### config.mk
export PLATFORM = sky130hd
export DESIGN_NAME = rsal_regs
export DESIGN_NICKNAME = d
export VERILOG_FILES = /design/src/rsal_pkg.sv /design/src/rsal_pclk_detect.sv /design/src/rsal_regs.sv
export SDC_FILE = /design/constraint.sdc
export NUM_CORES = 1
export LEC_CHECK = 0
export ABC_AREA = 1
export BUFFER_PORTS_ARGS = -buffer_cell sky130_fd_sc_hd__buf_2
export CELL_PAD_IN_SITES_DETAIL_PLACEMENT = 0
export CELL_PAD_IN_SITES_GLOBAL_PLACEMENT = 1
export CORE_MARGIN = 2
export CORE_UTILIZATION = 47
export CTS_CLUSTER_DIAMETER = 150
export DETAILED_ROUTE_END_ITERATION = 10
export GPL_ROUTABILITY_DRIVEN = 0
export MAX_ROUTING_LAYER = met4
export PLACE_DENSITY_LB_ADDON = 0.1
export SLEW_MARGIN = 0
export SYNTH_ARGS = -nofsm -noshare
export SYNTH_HDL_FRONTEND = slang
export SYNTH_SLANG_ARGS = --single-unit
### constraint.sdc
create_clock -name clk -period 2.45 [get_ports clk]
set_clock_uncertainty 0.05 [all_clocks]
set_input_delay 0.3675 -clock clk [delete_from_list [all_inputs] [get_ports clk]]
set_output_delay 0.3675 -clock clk [all_outputs]
set_load 0.05 [all_outputs]
### src/rsal_pkg.sv
// Package for the remote target alias and link status register slice.
// Assumes byte-wide registers reached at their printed offsets.
package rsal_pkg;

    // Register offsets
    localparam logic [7:0] RSAL_OFF_RESET_CTRL = 8'h04;
    localparam logic [7:0] RSAL_OFF_TARGET_ADDR = 8'h07;
    localparam logic [7:0] RSAL_OFF_TARGET_ALIAS = 8'h08;
    localparam logic [7:0] RSAL_OFF_CRC_LOW = 8'h0a;
    localparam logic [7:0] RSAL_OFF_CRC_HIGH = 8'h0b;
    localparam logic [7:0] RSAL_OFF_STATUS = 8'h0c;

    // Field positions
    localparam int RSAL_BIT_CRC_CLEAR = 5;
    localparam int RSAL_ADDR_MSB = 7;
    localparam int RSAL_ADDR_LSB = 1;
    localparam int RSAL_ST_SELFTEST_ERR = 3;
    localparam int RSAL_ST_PCLK = 2;
    localparam int RSAL_ST_NORMAL_ERR = 1;
    localparam int RSAL_ST_LINK = 0;

    // Reset values
    localparam logic [6:0] RSAL_RST_ADDR = 7'h00;
    localparam logic [15:0] RSAL_RST_COUNT = 16'h0000;
    localparam logic [7:0] RSAL_RST_BYTE = 8'h00;
    localparam logic [7:0] RSAL_UNMAPPED_READ = 8'h00;

    // Number of links served
    localparam int RSAL_PORTS = 2;

    // Pixel clock presence check timing
    localparam int RSAL_CLK_PERIOD_NS = 20;
    localparam int RSAL_PCLK_WINDOW_NS = 10000;
    localparam int RSAL_PCLK_WINDOW_CYCLES =
        RSAL_PCLK_WINDOW_NS / RSAL_CLK_PERIOD_NS;
    localparam int RSAL_PCLK_MIN_EDGES = 50;
    localparam int RSAL_PCLK_MAX_EDGES = 240;

endpackage

### src/rsal_pclk_detect.sv
// Pixel clock presence detector.
// Assumes pclk_div is the pixel clock divided down below half of clk;
// it is asynchronous to clk and is synchronised here.
`timescale 1ns/1ns
`default_nettype none

module rsal_pclk_detect #(
    parameter int WINDOW_CYCLES = rsal_pkg::RSAL_PCLK_WINDOW_CYCLES,
    parameter int MIN_EDGES = rsal_pkg::RSAL_PCLK_MIN_EDGES,
    parameter int MAX_EDGES = rsal_pkg::RSAL_PCLK_MAX_EDGES
) (
    input wire logic clk,
    input wire logic rst_b,
    input wire logic pclk_div,
    output logic pclk_valid
);

    // Refuse settings the counters cannot serve
    initial begin
        if (WINDOW_CYCLES < 2 || WINDOW_CYCLES > 65535 ||
            MIN_EDGES < 1 || MAX_EDGES < MIN_EDGES ||
            MAX_EDGES > 65535) begin
            $error("rsal_pclk_detect: bad window or edge limits");
        end
    end

    localparam logic [15:0] WIN_LAST = 16'(WINDOW_CYCLES - 1);
    localparam logic [15:0] EDGE_MIN = 16'(MIN_EDGES);
    localparam logic [15:0] EDGE_MAX = 16'(MAX_EDGES);

    typedef struct packed {
        logic s1;
        logic s2;
        logic s3;
        logic [15:0] win;
        logic [15:0] edges;
        logic valid;
    } rsal_pclk_state_type;

    rsal_pclk_state_type state_q;
    rsal_pclk_state_type state_d;

    // Edge count per window decides validity
    always_comb begin
        state_d = state_q;
        state_d.s1 = pclk_div;
        state_d.s2 = state_q.s1;
        state_d.s3 = state_q.s2;
        if (state_q.win == WIN_LAST) begin
            state_d.win = 16'h0000;
            state_d.edges = 16'h0000;
            // A silent window keeps the old verdict; a dead input is
            // indistinguishable from a paused one at this point
            if (state_q.edges != 16'h0000) begin
                state_d.valid = (state_q.edges >= EDGE_MIN) &&
                    (state_q.edges <= EDGE_MAX);
            end
        end else begin
            state_d.win = state_q.win + 16'h0001;
            if (state_q.s2 && !state_q.s3 && state_q.edges != 16'hffff) begin
                state_d.edges = state_q.edges + 16'h0001;
            end
        end
    end

    // State register
    always_ff @(posedge clk or negedge rst_b) begin
        if (!rst_b) begin
            state_q <= '0;
        end else begin
            state_q <= state_d;
        end
    end

    assign pclk_valid = state_q.valid;

endmodule // rsal_pclk_detect

`default_nettype wire

### src/rsal_regs.sv
// Remote target alias, back-channel CRC counter and link status registers.
// Assumes a byte register port decoded by the serial control slave, and
// per-link event pulses from back-channel logic on the same clock.
//
// Functional notes
// - Remote target address kept in bits 7:1 at offset 0x07, bit 0 reserved.
// - Accesses to the alias are forwarded with the stored target address.
// - Alias address kept in bits 7:1 at offset 0x08, bit 0 reserved.
// - A zero target or zero alias blocks forwarding to that target.
// - Secondary port select steers per-port fields to the second link.
// - Read-only 16-bit CRC error count, low byte 0x0A, high 0x0B.
// - Both count bytes held at zero while clear bit 0x04[5] is set.
// - Status bit 3 flags CRC errors seen during self-test.
// - Self-test flag clears on link loss, self-test restart or clear bit.
// - Status bit 2 shows a valid pixel clock at the video input.
// - Pixel clock bit stays set until an out-of-range clock appears.
// - Status bit 1 flags CRC errors during normal operation.
// - Normal flag clears on link loss or while clear bit is set.
// - Status bit 0 shows cable link presence.
// - Clear bit does not self-clear; software writes zero to resume.
`timescale 1ns/1ns
`default_nettype none

module rsal_regs #(
    parameter int PCLK_WINDOW_CYCLES = rsal_pkg::RSAL_PCLK_WINDOW_CYCLES,
    parameter int PCLK_MIN_EDGES = rsal_pkg::RSAL_PCLK_MIN_EDGES,
    parameter int PCLK_MAX_EDGES = rsal_pkg::RSAL_PCLK_MAX_EDGES
) (
    input wire logic clk,
    input wire logic rst_b,
    // Register port
    input wire logic [7:0] reg_addr,
    input wire logic reg_wr,
    input wire logic reg_rd,
    input wire logic [7:0] reg_wdata,
    output logic [7:0] reg_rdata,
    input wire logic secondary_port_select,
    // Local transaction address to be checked for remapping
    input wire logic [6:0] local_addr,
    input wire logic local_addr_valid,
    output logic fwd_valid,
    output logic [1:0] fwd_hit,
    output logic [6:0] fwd_addr_0,
    output logic [6:0] fwd_addr_1,
    // Per-link back-channel events
    input wire logic [1:0] backchannel_crc_error,
    input wire logic [1:0] selftest_active,
    input wire logic [1:0] selftest_start,
    input wire logic [1:0] link_detect_pin,
    input wire logic pclk_div,
    output logic crc_clear_active
);

    localparam int NP = rsal_pkg::RSAL_PORTS;

    // Saturating increment of a back-channel error count
    function automatic logic [15:0] rsal_sat_inc(input logic [15:0] v);
        rsal_sat_inc = (v == 16'hffff) ? v : v + 16'h0001;
    endfunction

    // Field extraction from an address byte
    function automatic logic [6:0] rsal_addr_field(input logic [7:0] b);
        rsal_addr_field = b[rsal_pkg::RSAL_ADDR_MSB:rsal_pkg::RSAL_ADDR_LSB];
    endfunction

    typedef struct packed {
        logic [NP-1:0][6:0] target;
        logic [NP-1:0][6:0] alias_addr;
        logic [NP-1:0][15:0] count;
        logic [NP-1:0] selftest_crc_error_flag;
        logic [NP-1:0] normal_err;
        logic [NP-1:0] link_s1;
        logic [NP-1:0] link_s2;
        logic [NP-1:0] link_s3;
        logic [NP-1:0] link;
        logic clear;
        logic [7:0] rdata;
        logic fwd_valid;
        logic [NP-1:0] fwd_hit;
        logic [NP-1:0][6:0] fwd_addr;
    } rsal_regs_state_type;

    rsal_regs_state_type state_q;
    rsal_regs_state_type state_d;
    logic pclk_valid;
    logic port;

    // Pixel clock presence lives in its own detector
    rsal_pclk_detect #(
        .WINDOW_CYCLES(PCLK_WINDOW_CYCLES),
        .MIN_EDGES(PCLK_MIN_EDGES),
        .MAX_EDGES(PCLK_MAX_EDGES)
    ) u_pclk (
        .clk(clk),
        .rst_b(rst_b),
        .pclk_div(pclk_div),
        .pclk_valid(pclk_valid)
    );

    assign port = secondary_port_select;

    // Next-state logic for every register
    always_comb begin
        state_d = state_q;

        // Link presence: three stages, change taken when the last two agree
        state_d.link_s1 = link_detect_pin;
        state_d.link_s2 = state_q.link_s1;
        state_d.link_s3 = state_q.link_s2;
        for (int p = 0; p < NP; p++) begin
            if (state_q.link_s2[p] == state_q.link_s3[p]) begin
                state_d.link[p] = state_q.link_s3[p];
            end
        end

        // Counters and sticky error flags per link
        for (int p = 0; p < NP; p++) begin
            if (backchannel_crc_error[p]) begin
                state_d.count[p] = rsal_sat_inc(state_q.count[p]);
                if (selftest_active[p]) begin
                    state_d.selftest_crc_error_flag[p] = 1'b1;
                end else begin
                    state_d.normal_err[p] = 1'b1;
                end
            end
            // Clear wins here: the flags report the current link only
            if (selftest_start[p] || !state_q.link[p] || state_q.clear) begin
                state_d.selftest_crc_error_flag[p] = 1'b0;
            end
            if (!state_q.link[p] || state_q.clear) begin
                state_d.normal_err[p] = 1'b0;
            end
            if (state_q.clear) begin
                state_d.count[p] = rsal_pkg::RSAL_RST_COUNT;
            end
        end

        // Register writes; reserved bit 0 of address bytes is dropped
        if (reg_wr) begin
            unique case (reg_addr)
                rsal_pkg::RSAL_OFF_RESET_CTRL: begin
                    // Level stays until software writes zero
                    state_d.clear =
                        reg_wdata[rsal_pkg::RSAL_BIT_CRC_CLEAR];
                end
                rsal_pkg::RSAL_OFF_TARGET_ADDR: begin
                    state_d.target[port] = rsal_addr_field(reg_wdata);
                end
                rsal_pkg::RSAL_OFF_TARGET_ALIAS: begin
                    state_d.alias_addr[port] =
                        rsal_addr_field(reg_wdata);
                end
                default: begin
                    // Read-only or unmapped offsets ignore writes
                end
            endcase
        end

        // Register reads, answered one cycle after the strobe
        if (reg_rd) begin
            unique case (reg_addr)
                rsal_pkg::RSAL_OFF_RESET_CTRL: begin
                    state_d.rdata = 8'h00;
                    state_d.rdata[rsal_pkg::RSAL_BIT_CRC_CLEAR] =
                        state_q.clear;
                end
                rsal_pkg::RSAL_OFF_TARGET_ADDR: begin
                    state_d.rdata = {state_q.target[port], 1'b0};
                end
                rsal_pkg::RSAL_OFF_TARGET_ALIAS: begin
                    state_d.rdata = {state_q.alias_addr[port], 1'b0};
                end
                rsal_pkg::RSAL_OFF_CRC_LOW: begin
                    state_d.rdata = state_q.count[port][7:0];
                end
                rsal_pkg::RSAL_OFF_CRC_HIGH: begin
                    state_d.rdata = state_q.count[port][15:8];
                end
                rsal_pkg::RSAL_OFF_STATUS: begin
                    state_d.rdata = 8'h00;
                    state_d.rdata[rsal_pkg::RSAL_ST_SELFTEST_ERR] =
                        state_q.selftest_crc_error_flag[port];
                    state_d.rdata[rsal_pkg::RSAL_ST_PCLK] = pclk_valid;
                    state_d.rdata[rsal_pkg::RSAL_ST_NORMAL_ERR] =
                        state_q.normal_err[port];
                    state_d.rdata[rsal_pkg::RSAL_ST_LINK] =
                        state_q.link[port];
                end
                default: begin
                    state_d.rdata = rsal_pkg::RSAL_UNMAPPED_READ;
                end
            endcase
        end

        // Alias match and remap for each link, one cycle after the request
        state_d.fwd_valid = local_addr_valid;
        for (int p = 0; p < NP; p++) begin
            // Zero in either field disables the target entirely
            state_d.fwd_hit[p] = local_addr_valid &&
                (state_q.target[p] != rsal_pkg::RSAL_RST_ADDR) &&
                (state_q.alias_addr[p] != rsal_pkg::RSAL_RST_ADDR) &&
                (local_addr == state_q.alias_addr[p]);
            if (state_d.fwd_hit[p]) begin
                state_d.fwd_addr[p] = state_q.target[p];
            end
        end
    end

    // State register
    always_ff @(posedge clk or negedge rst_b) begin
        if (!rst_b) begin
            state_q <= '0;
        end else begin
            state_q <= state_d;
        end
    end

    // Outputs straight from the state register
    assign reg_rdata = state_q.rdata;
    assign fwd_valid = state_q.fwd_valid;
    assign fwd_hit = state_q.fwd_hit;
    assign fwd_addr_0 = state_q.fwd_addr[0];
    assign fwd_addr_1 = state_q.fwd_addr[1];
    assign crc_clear_active = state_q.clear;

endmodule // rsal_regs

`default_nettype wire

# --- Word level (Yosys, flattened, before mapping) ---
# Index checks and enable logic that the tools add are counted.
classes:
  addsub: 4
  order_cmp: 4
  n_eq_ne: 18
  muxes: 37
  reduce_logical: 43
ops:
  columns: ["operator", "n"]
  rows:
  - ["16-bit two-way mux", 9]
  - ["16-bit by 1-bit adder with 16-bit output (second input constant)", 4]
  - ["8-bit case mux with 6 select lines", 1]
  - ["7-bit two-way mux", 5]
  - ["16-bit == test (second input constant)", 2]
  - ["8-bit by 4-bit == test with 1-bit output (second input constant)", 4]
  - ["32-bit two-way mux", 1]
  - ["14-bit bitwise mux", 2]
  - ["7-bit nonzero test", 4]
  - ["2-bit AND reduction", 10]
  - ["1-bit two-way mux", 18]
  - ["2-bit nonzero test", 9]
  - ["16-bit by 9-bit == test with 1-bit output (second input constant)", 1]
  - ["8-bit by 3-bit == test with 1-bit output (second input constant)", 2]
  - ["16-bit by 6-bit >= comparator with 1-bit output (second input constant)", 1]
  - ["16-bit by 8-bit less-or-equal comparator with 1-bit output (second input constant)", 1]
  - ["16-bit != test (second input constant)", 1]
  - ["16-bit nonzero test", 1]
  - ["7-bit == test", 2]
  - ["1-bit logical AND", 10]
  - ["7-bit demux with 1-bit select", 1]
  - ["1-bit logical OR", 6]
  - ["2-bit by 1-bit != test with 1-bit output (second input constant)", 2]
  - ["2-bit != test (second input constant)", 2]
  - ["4 further kinds", 7]
word_totals:
  register_bits: 134
  elab_cells: 133

# --- Logic depth before layout (Yosys ltp) ---
logic_depth:
  word_depth: 5
  mapped_depth: 11

# --- Hierarchy ---
# A second synthesis with hierarchy kept.
unflattened:
  cells_unflattened: 1082
  hier_area_um2: 8026.4
by_module_without_submodules:
  columns: ["mod", "n_inst", "cells_per_inst", "area_each_um2", "seq_area_each_um2"]
  rows:
  - ["rsal_regs", 1, 793, 5830.6, 2452.4]
  - ["rsal_pclk_detect", 1, 289, 2195.9, 900.9]

# --- Worst setup path before layout ---
# Ideal clock, no wire load.
synth_path:
  kind: "register -> register"
  start: "register state_q (netlist bit crc_clear_active)"
  end: "register state_q[63] (netlist name)"
  arrival_ns: 1.465
  required_ns: 2.274
  path_slack_ns: 0.809
  path_stages_with_launch: 8
  n_path_buf: 2
  period_less_slack_ns: 1.641
  path_cell_list: "dfrtp_1 clkbuf_1 inv_2 nand2_2 o21ai_2 buf_4 nand2_1 o21ai_0"
synth_between:
  elab_chain_cells: 2
  word_cells_on_any_way: 4
synth_rtl:
  columns: ["element", "line", "rtl"]
  rows:
  - ["start, declared", "rsal_regs.sv:83", "rsal_regs_state_type state_q;"]
  - ["start signal, assigned", "rsal_regs.sv:214", "state_q <= state_d;"]
  - ["2-bit != test (no source line) / 2-bit nonzero test (equally long branches)", null, null]
  - ["2-bit AND reduction (no source line)", null, null]
# Several ways; a longest one is shown, not always the timed one.
# A chain may end at the register's enable or synchronous reset.

# --- Worst setup path after layout ---
layout_path:
  start: "register state_q[54] (netlist name)"
  end: "register state_q[67] (netlist name)"
layout_between:
  elab_chain_cells: 4
  word_cells_on_any_way: 7
layout_rtl:
  columns: ["element", "line", "rtl"]
  rows:
  - ["16-bit by 1-bit adder with 16-bit output", "rsal_regs.sv:58", "rsal_sat_inc = (v == 16'hffff) ? v : v + 16'h0001;"]
  - ["16-bit two-way mux", "rsal_regs.sv:58", null]
  - ["16-bit two-way mux", "rsal_regs.sv:118", "if (backchannel_crc_error[p]) begin"]
  - ["16-bit two-way mux", "rsal_regs.sv:133", "if (state_q.clear) begin"]
# Several ways; a longest one is shown, not always the timed one. The select of a mux whose other input is x is not followed.

==> summary.txt <==
Run status
  • Status: finished, final reports clean

Logic synthesis
  • Most frequent cell after synthesis: nand2_1
  • Commonest cells post-synth: 315 x nand2_1, 134 x dfrtp_1, 120 x nand3_1
  • Asr flop ratio synth: 1.00
  • Synth area leader: dfrtp_1
  • Syn Nets: 1129
  • Sequential element share of the synthesized area: 0.424
  • Post-synth EDFFs: 0
  • Yosys top cell area share: 0.424
  • Syn Inst Count: 1086
  • Syn Std Cell Area: 7900 um2
  • Top cells by area, synth: dfrtp_1 42%, nand2_1 15%, nand3_1 7.6%
  • Unique masters post-synth: 38
  • Commonest register cell after synthesis: dfrtp_1
  • Mean post-synth cell area: 7.28 um2
  • Synth warn: 0
  • Synthesized flop and latch total: 134

Placed design
  • # port buffers: 62
  • Post-Place Cells: 1330
  • Pre-CTS setup slack: 533 ps
  • Post-detail-place hpwl: 14900 um

Worst setup path
  • CP Class: flop to flop
  • Crit path arrival time: 2120 ps
  • Reg2reg setup slack: 560 ps
  • Worst reg2reg path endpoint: state_q[67]
  • CP required: 2670 ps
  • CP Capture Type: flop
  • Worst setup path startpoint: state_q[54]
  • Crit-path slowest cell: dfrtp_1
  • Worst r2r src: state_q[54]
  • CP delay by family, top: simple AND/OR/NAND/NOR gates
  • Most common cell on crit path: nand2_2
  • Worst path depth: 8
  • Crit path cell chain: ha_1 > nand2_1 > nor2_2 > nand2_2 > nor2_4 > nand2_2 > o21ai_2 > o21ai_1
  • WP buf/inv: 0
  • Peak fanout along the critical path: 20
  • Worst r2r path cells: 8
  • Worst setup endpoint: state_q[67]
  • Startpoint types: flop
  • Crit-path max cell delay: 410 ps

Die
  • Site Rows: 47
  • Die height: 134 um
  • Die Wd: 134 um
  • Io pins: 64
  • Initial Utilization: 0.478
  • Core footprint: 16500 um2
  • Die area: 17900 um2

Clock network
  • H-tree levels: 4
  • Clk Latency, worst-skew pair: 430 ps
  • Root Driver: clkbuf_16
  • Setup bufs post-CTS: 0
  • Clock Path Buffers: 2
  • CTS tree: done
  • # clock sinks: 134
  • Num CTS Buffers: 17
  • Worst-path clk slew: 60 ps

Layout
  • Final core occ: 0.541
  • Layout cells sized above 1: 0.128
  • Fill cells: 1634
  • Post-route insts no fill: 1367
  • Layout area overhead: 13.2%
  • Fin nets: 1176

Timing
  • Min Tclk post-route: 1890 ps
  • Setup TNS: 0 ps
  • Tcrit/Tclk final: 0.772
  • Max Fclk: 529 MHz
  • Final Max Slew Viols: 0
  • Worst-Margin Slew: 811 ps
  • Final setup margin: 559 ps
  • RSZ-0062 raised after global routing: no
  • Hold slack final: 47.1 ps
  • Final Hold Fails: 0
  • Setup violators final: 0
  • Max_slew headroom: 0.460

Routing
  • Highest metal layer with signal wires: met4
  • DR vias: 6924
  • Post-route ant nets: 0
  • Residual DRC count: 0
  • DR iter-0 viols: 479
  • WL final: 19700 um
  • DR vias/cell: 5.07
  • DR pass1 iterations: 8
  • Routed wl met2: 9210 um
  • WL met3: 589 um
  • M1 wire length: 9610 um
  • Drt wl/cell: 14.4 um

Min path
  • HP Start: selftest_start[1]
  • Path type of the worst min-delay path: input port to flop

Power
  • Leak: 4.49 nW
  • Peak supply drop: 0.495 mV
  • Power per Cell Area: 672 nW/um2

Global routing
  • Vias in the first global route: 6478
  • Initial antenna violation count: 1
  • Global route overflow: 0
  • First-pass GRT wire length: 32900 um
  • Largest net degree at the start of global routing: 54
  • Gr usage total: 0.242

Flow run
  • Max Cap Violations: 0
[state kept, by name, summed over array words and instances, names as in the netlist]
name,cells
reg_rdata,8
state_q,68
fwd_addr_1,7
fwd_addr_0,7
u_pclk.state_q,33
fwd_hit,2
state_d,4
crc_clear_active,1
fwd_valid,1
u_pclk.pclk_valid,1
u_pclk.state_d,2
[worst register-to-register path, stage by stage, from the launching register on]
cell and delay (ps):
dfrtp_1 410, ha_1 230, nand2_1 80, nor2_2 170, nand2_2 130, nor2_4 130, nand2_2 60, o21ai_2 320
o21ai_1 160
[how the worst min path moves through the flow]
stage,end,depth (start not counted)
after floorplan,crc_clear_active,0
after global placement,state_d[28],0
after detailed placement,u_pclk.state_d[33],0
after CTS,state_q[37],2
after global routing,state_q[36],2
final,state_q[37],2
[per-layer routing]
layer | GRT usage | up-vias
met5 | - | -
met4 | 0.0863 | 0
met3 | 0.0377 | 22
met2 | 0.369 | 114
met1 | 0.329 | 3215
li1 | - | 3573
[cell usage in the layout, fill, tap and decap left out, types with 9 or more instances in the layout]
master / count
buf_2: 61
nand2_1: 315
o21ai_0: 67
nor2_1: 112
buf_4: 14
clkbuf_16: 17
nand3_1: 120
dfrtp_1: 134
xor2_1: 22
nand4_1: 51
o21ai_1: 10
nor3_1: 13
inv_1: 116
a21oi_1: 9
xnor2_1: 10
[stage by stage]
| stage | cell area (um2) | total power, mW |
|---|---|---|
| 2_1_floorplan | 7900 | 3.10 |
| 3_3_place_gp | 8270 | 3.34 |
| 3_5_place_dp | 8270 | 3.35 |
| 4_1_cts | 8940 | 6.05 |
| 5_1_grt | 8940 | 6.31 |
| 6_report | 8940 | 6.01 |
[where the power goes]
part	internal [mW]	switching, mW	leakage [nW]
Combinational	0.275	0.472	2.44
Sequential	2.37	0.209	1.74
Clock	1.71	0.978	0.305
Total	4.35	1.66	4.49
[cell families (layout without fill, tap and decap cells)]
family	after synthesis	count (layout)	share of synthesized area
and+or+nand+nor	647	647	0.365
buffers and inverters	172	232	0.101
DFF	134	134	0.424
AOI/OAI and AO/OA	94	94	0.0640
xor gates and xnor gates	32	32	0.0355
adders and majority gates	7	7	0.0105
other	0	1	0
[cell type report]
class	count	area, um2	share of cell area
clock buffers	21	480	0.0537
well taps	220	275	0.0308
flip-flops and latches	134	3350	0.375
inverters	119	447	0.0500
repair buffers	81	482	0.0539
clock inverters	11	146	0.0164
multi-input cells	780	3760	0.420
diodes	1	2.50	0.000280
[what timing repair did]
item / 4_1_cts / 5_1_grt
endpoints found under the hold margin: 51 / 0
resized for setup: 0 / 0
hold buffers: 4 / 0
No activity file was read; power rests on OpenSTA's default activity.
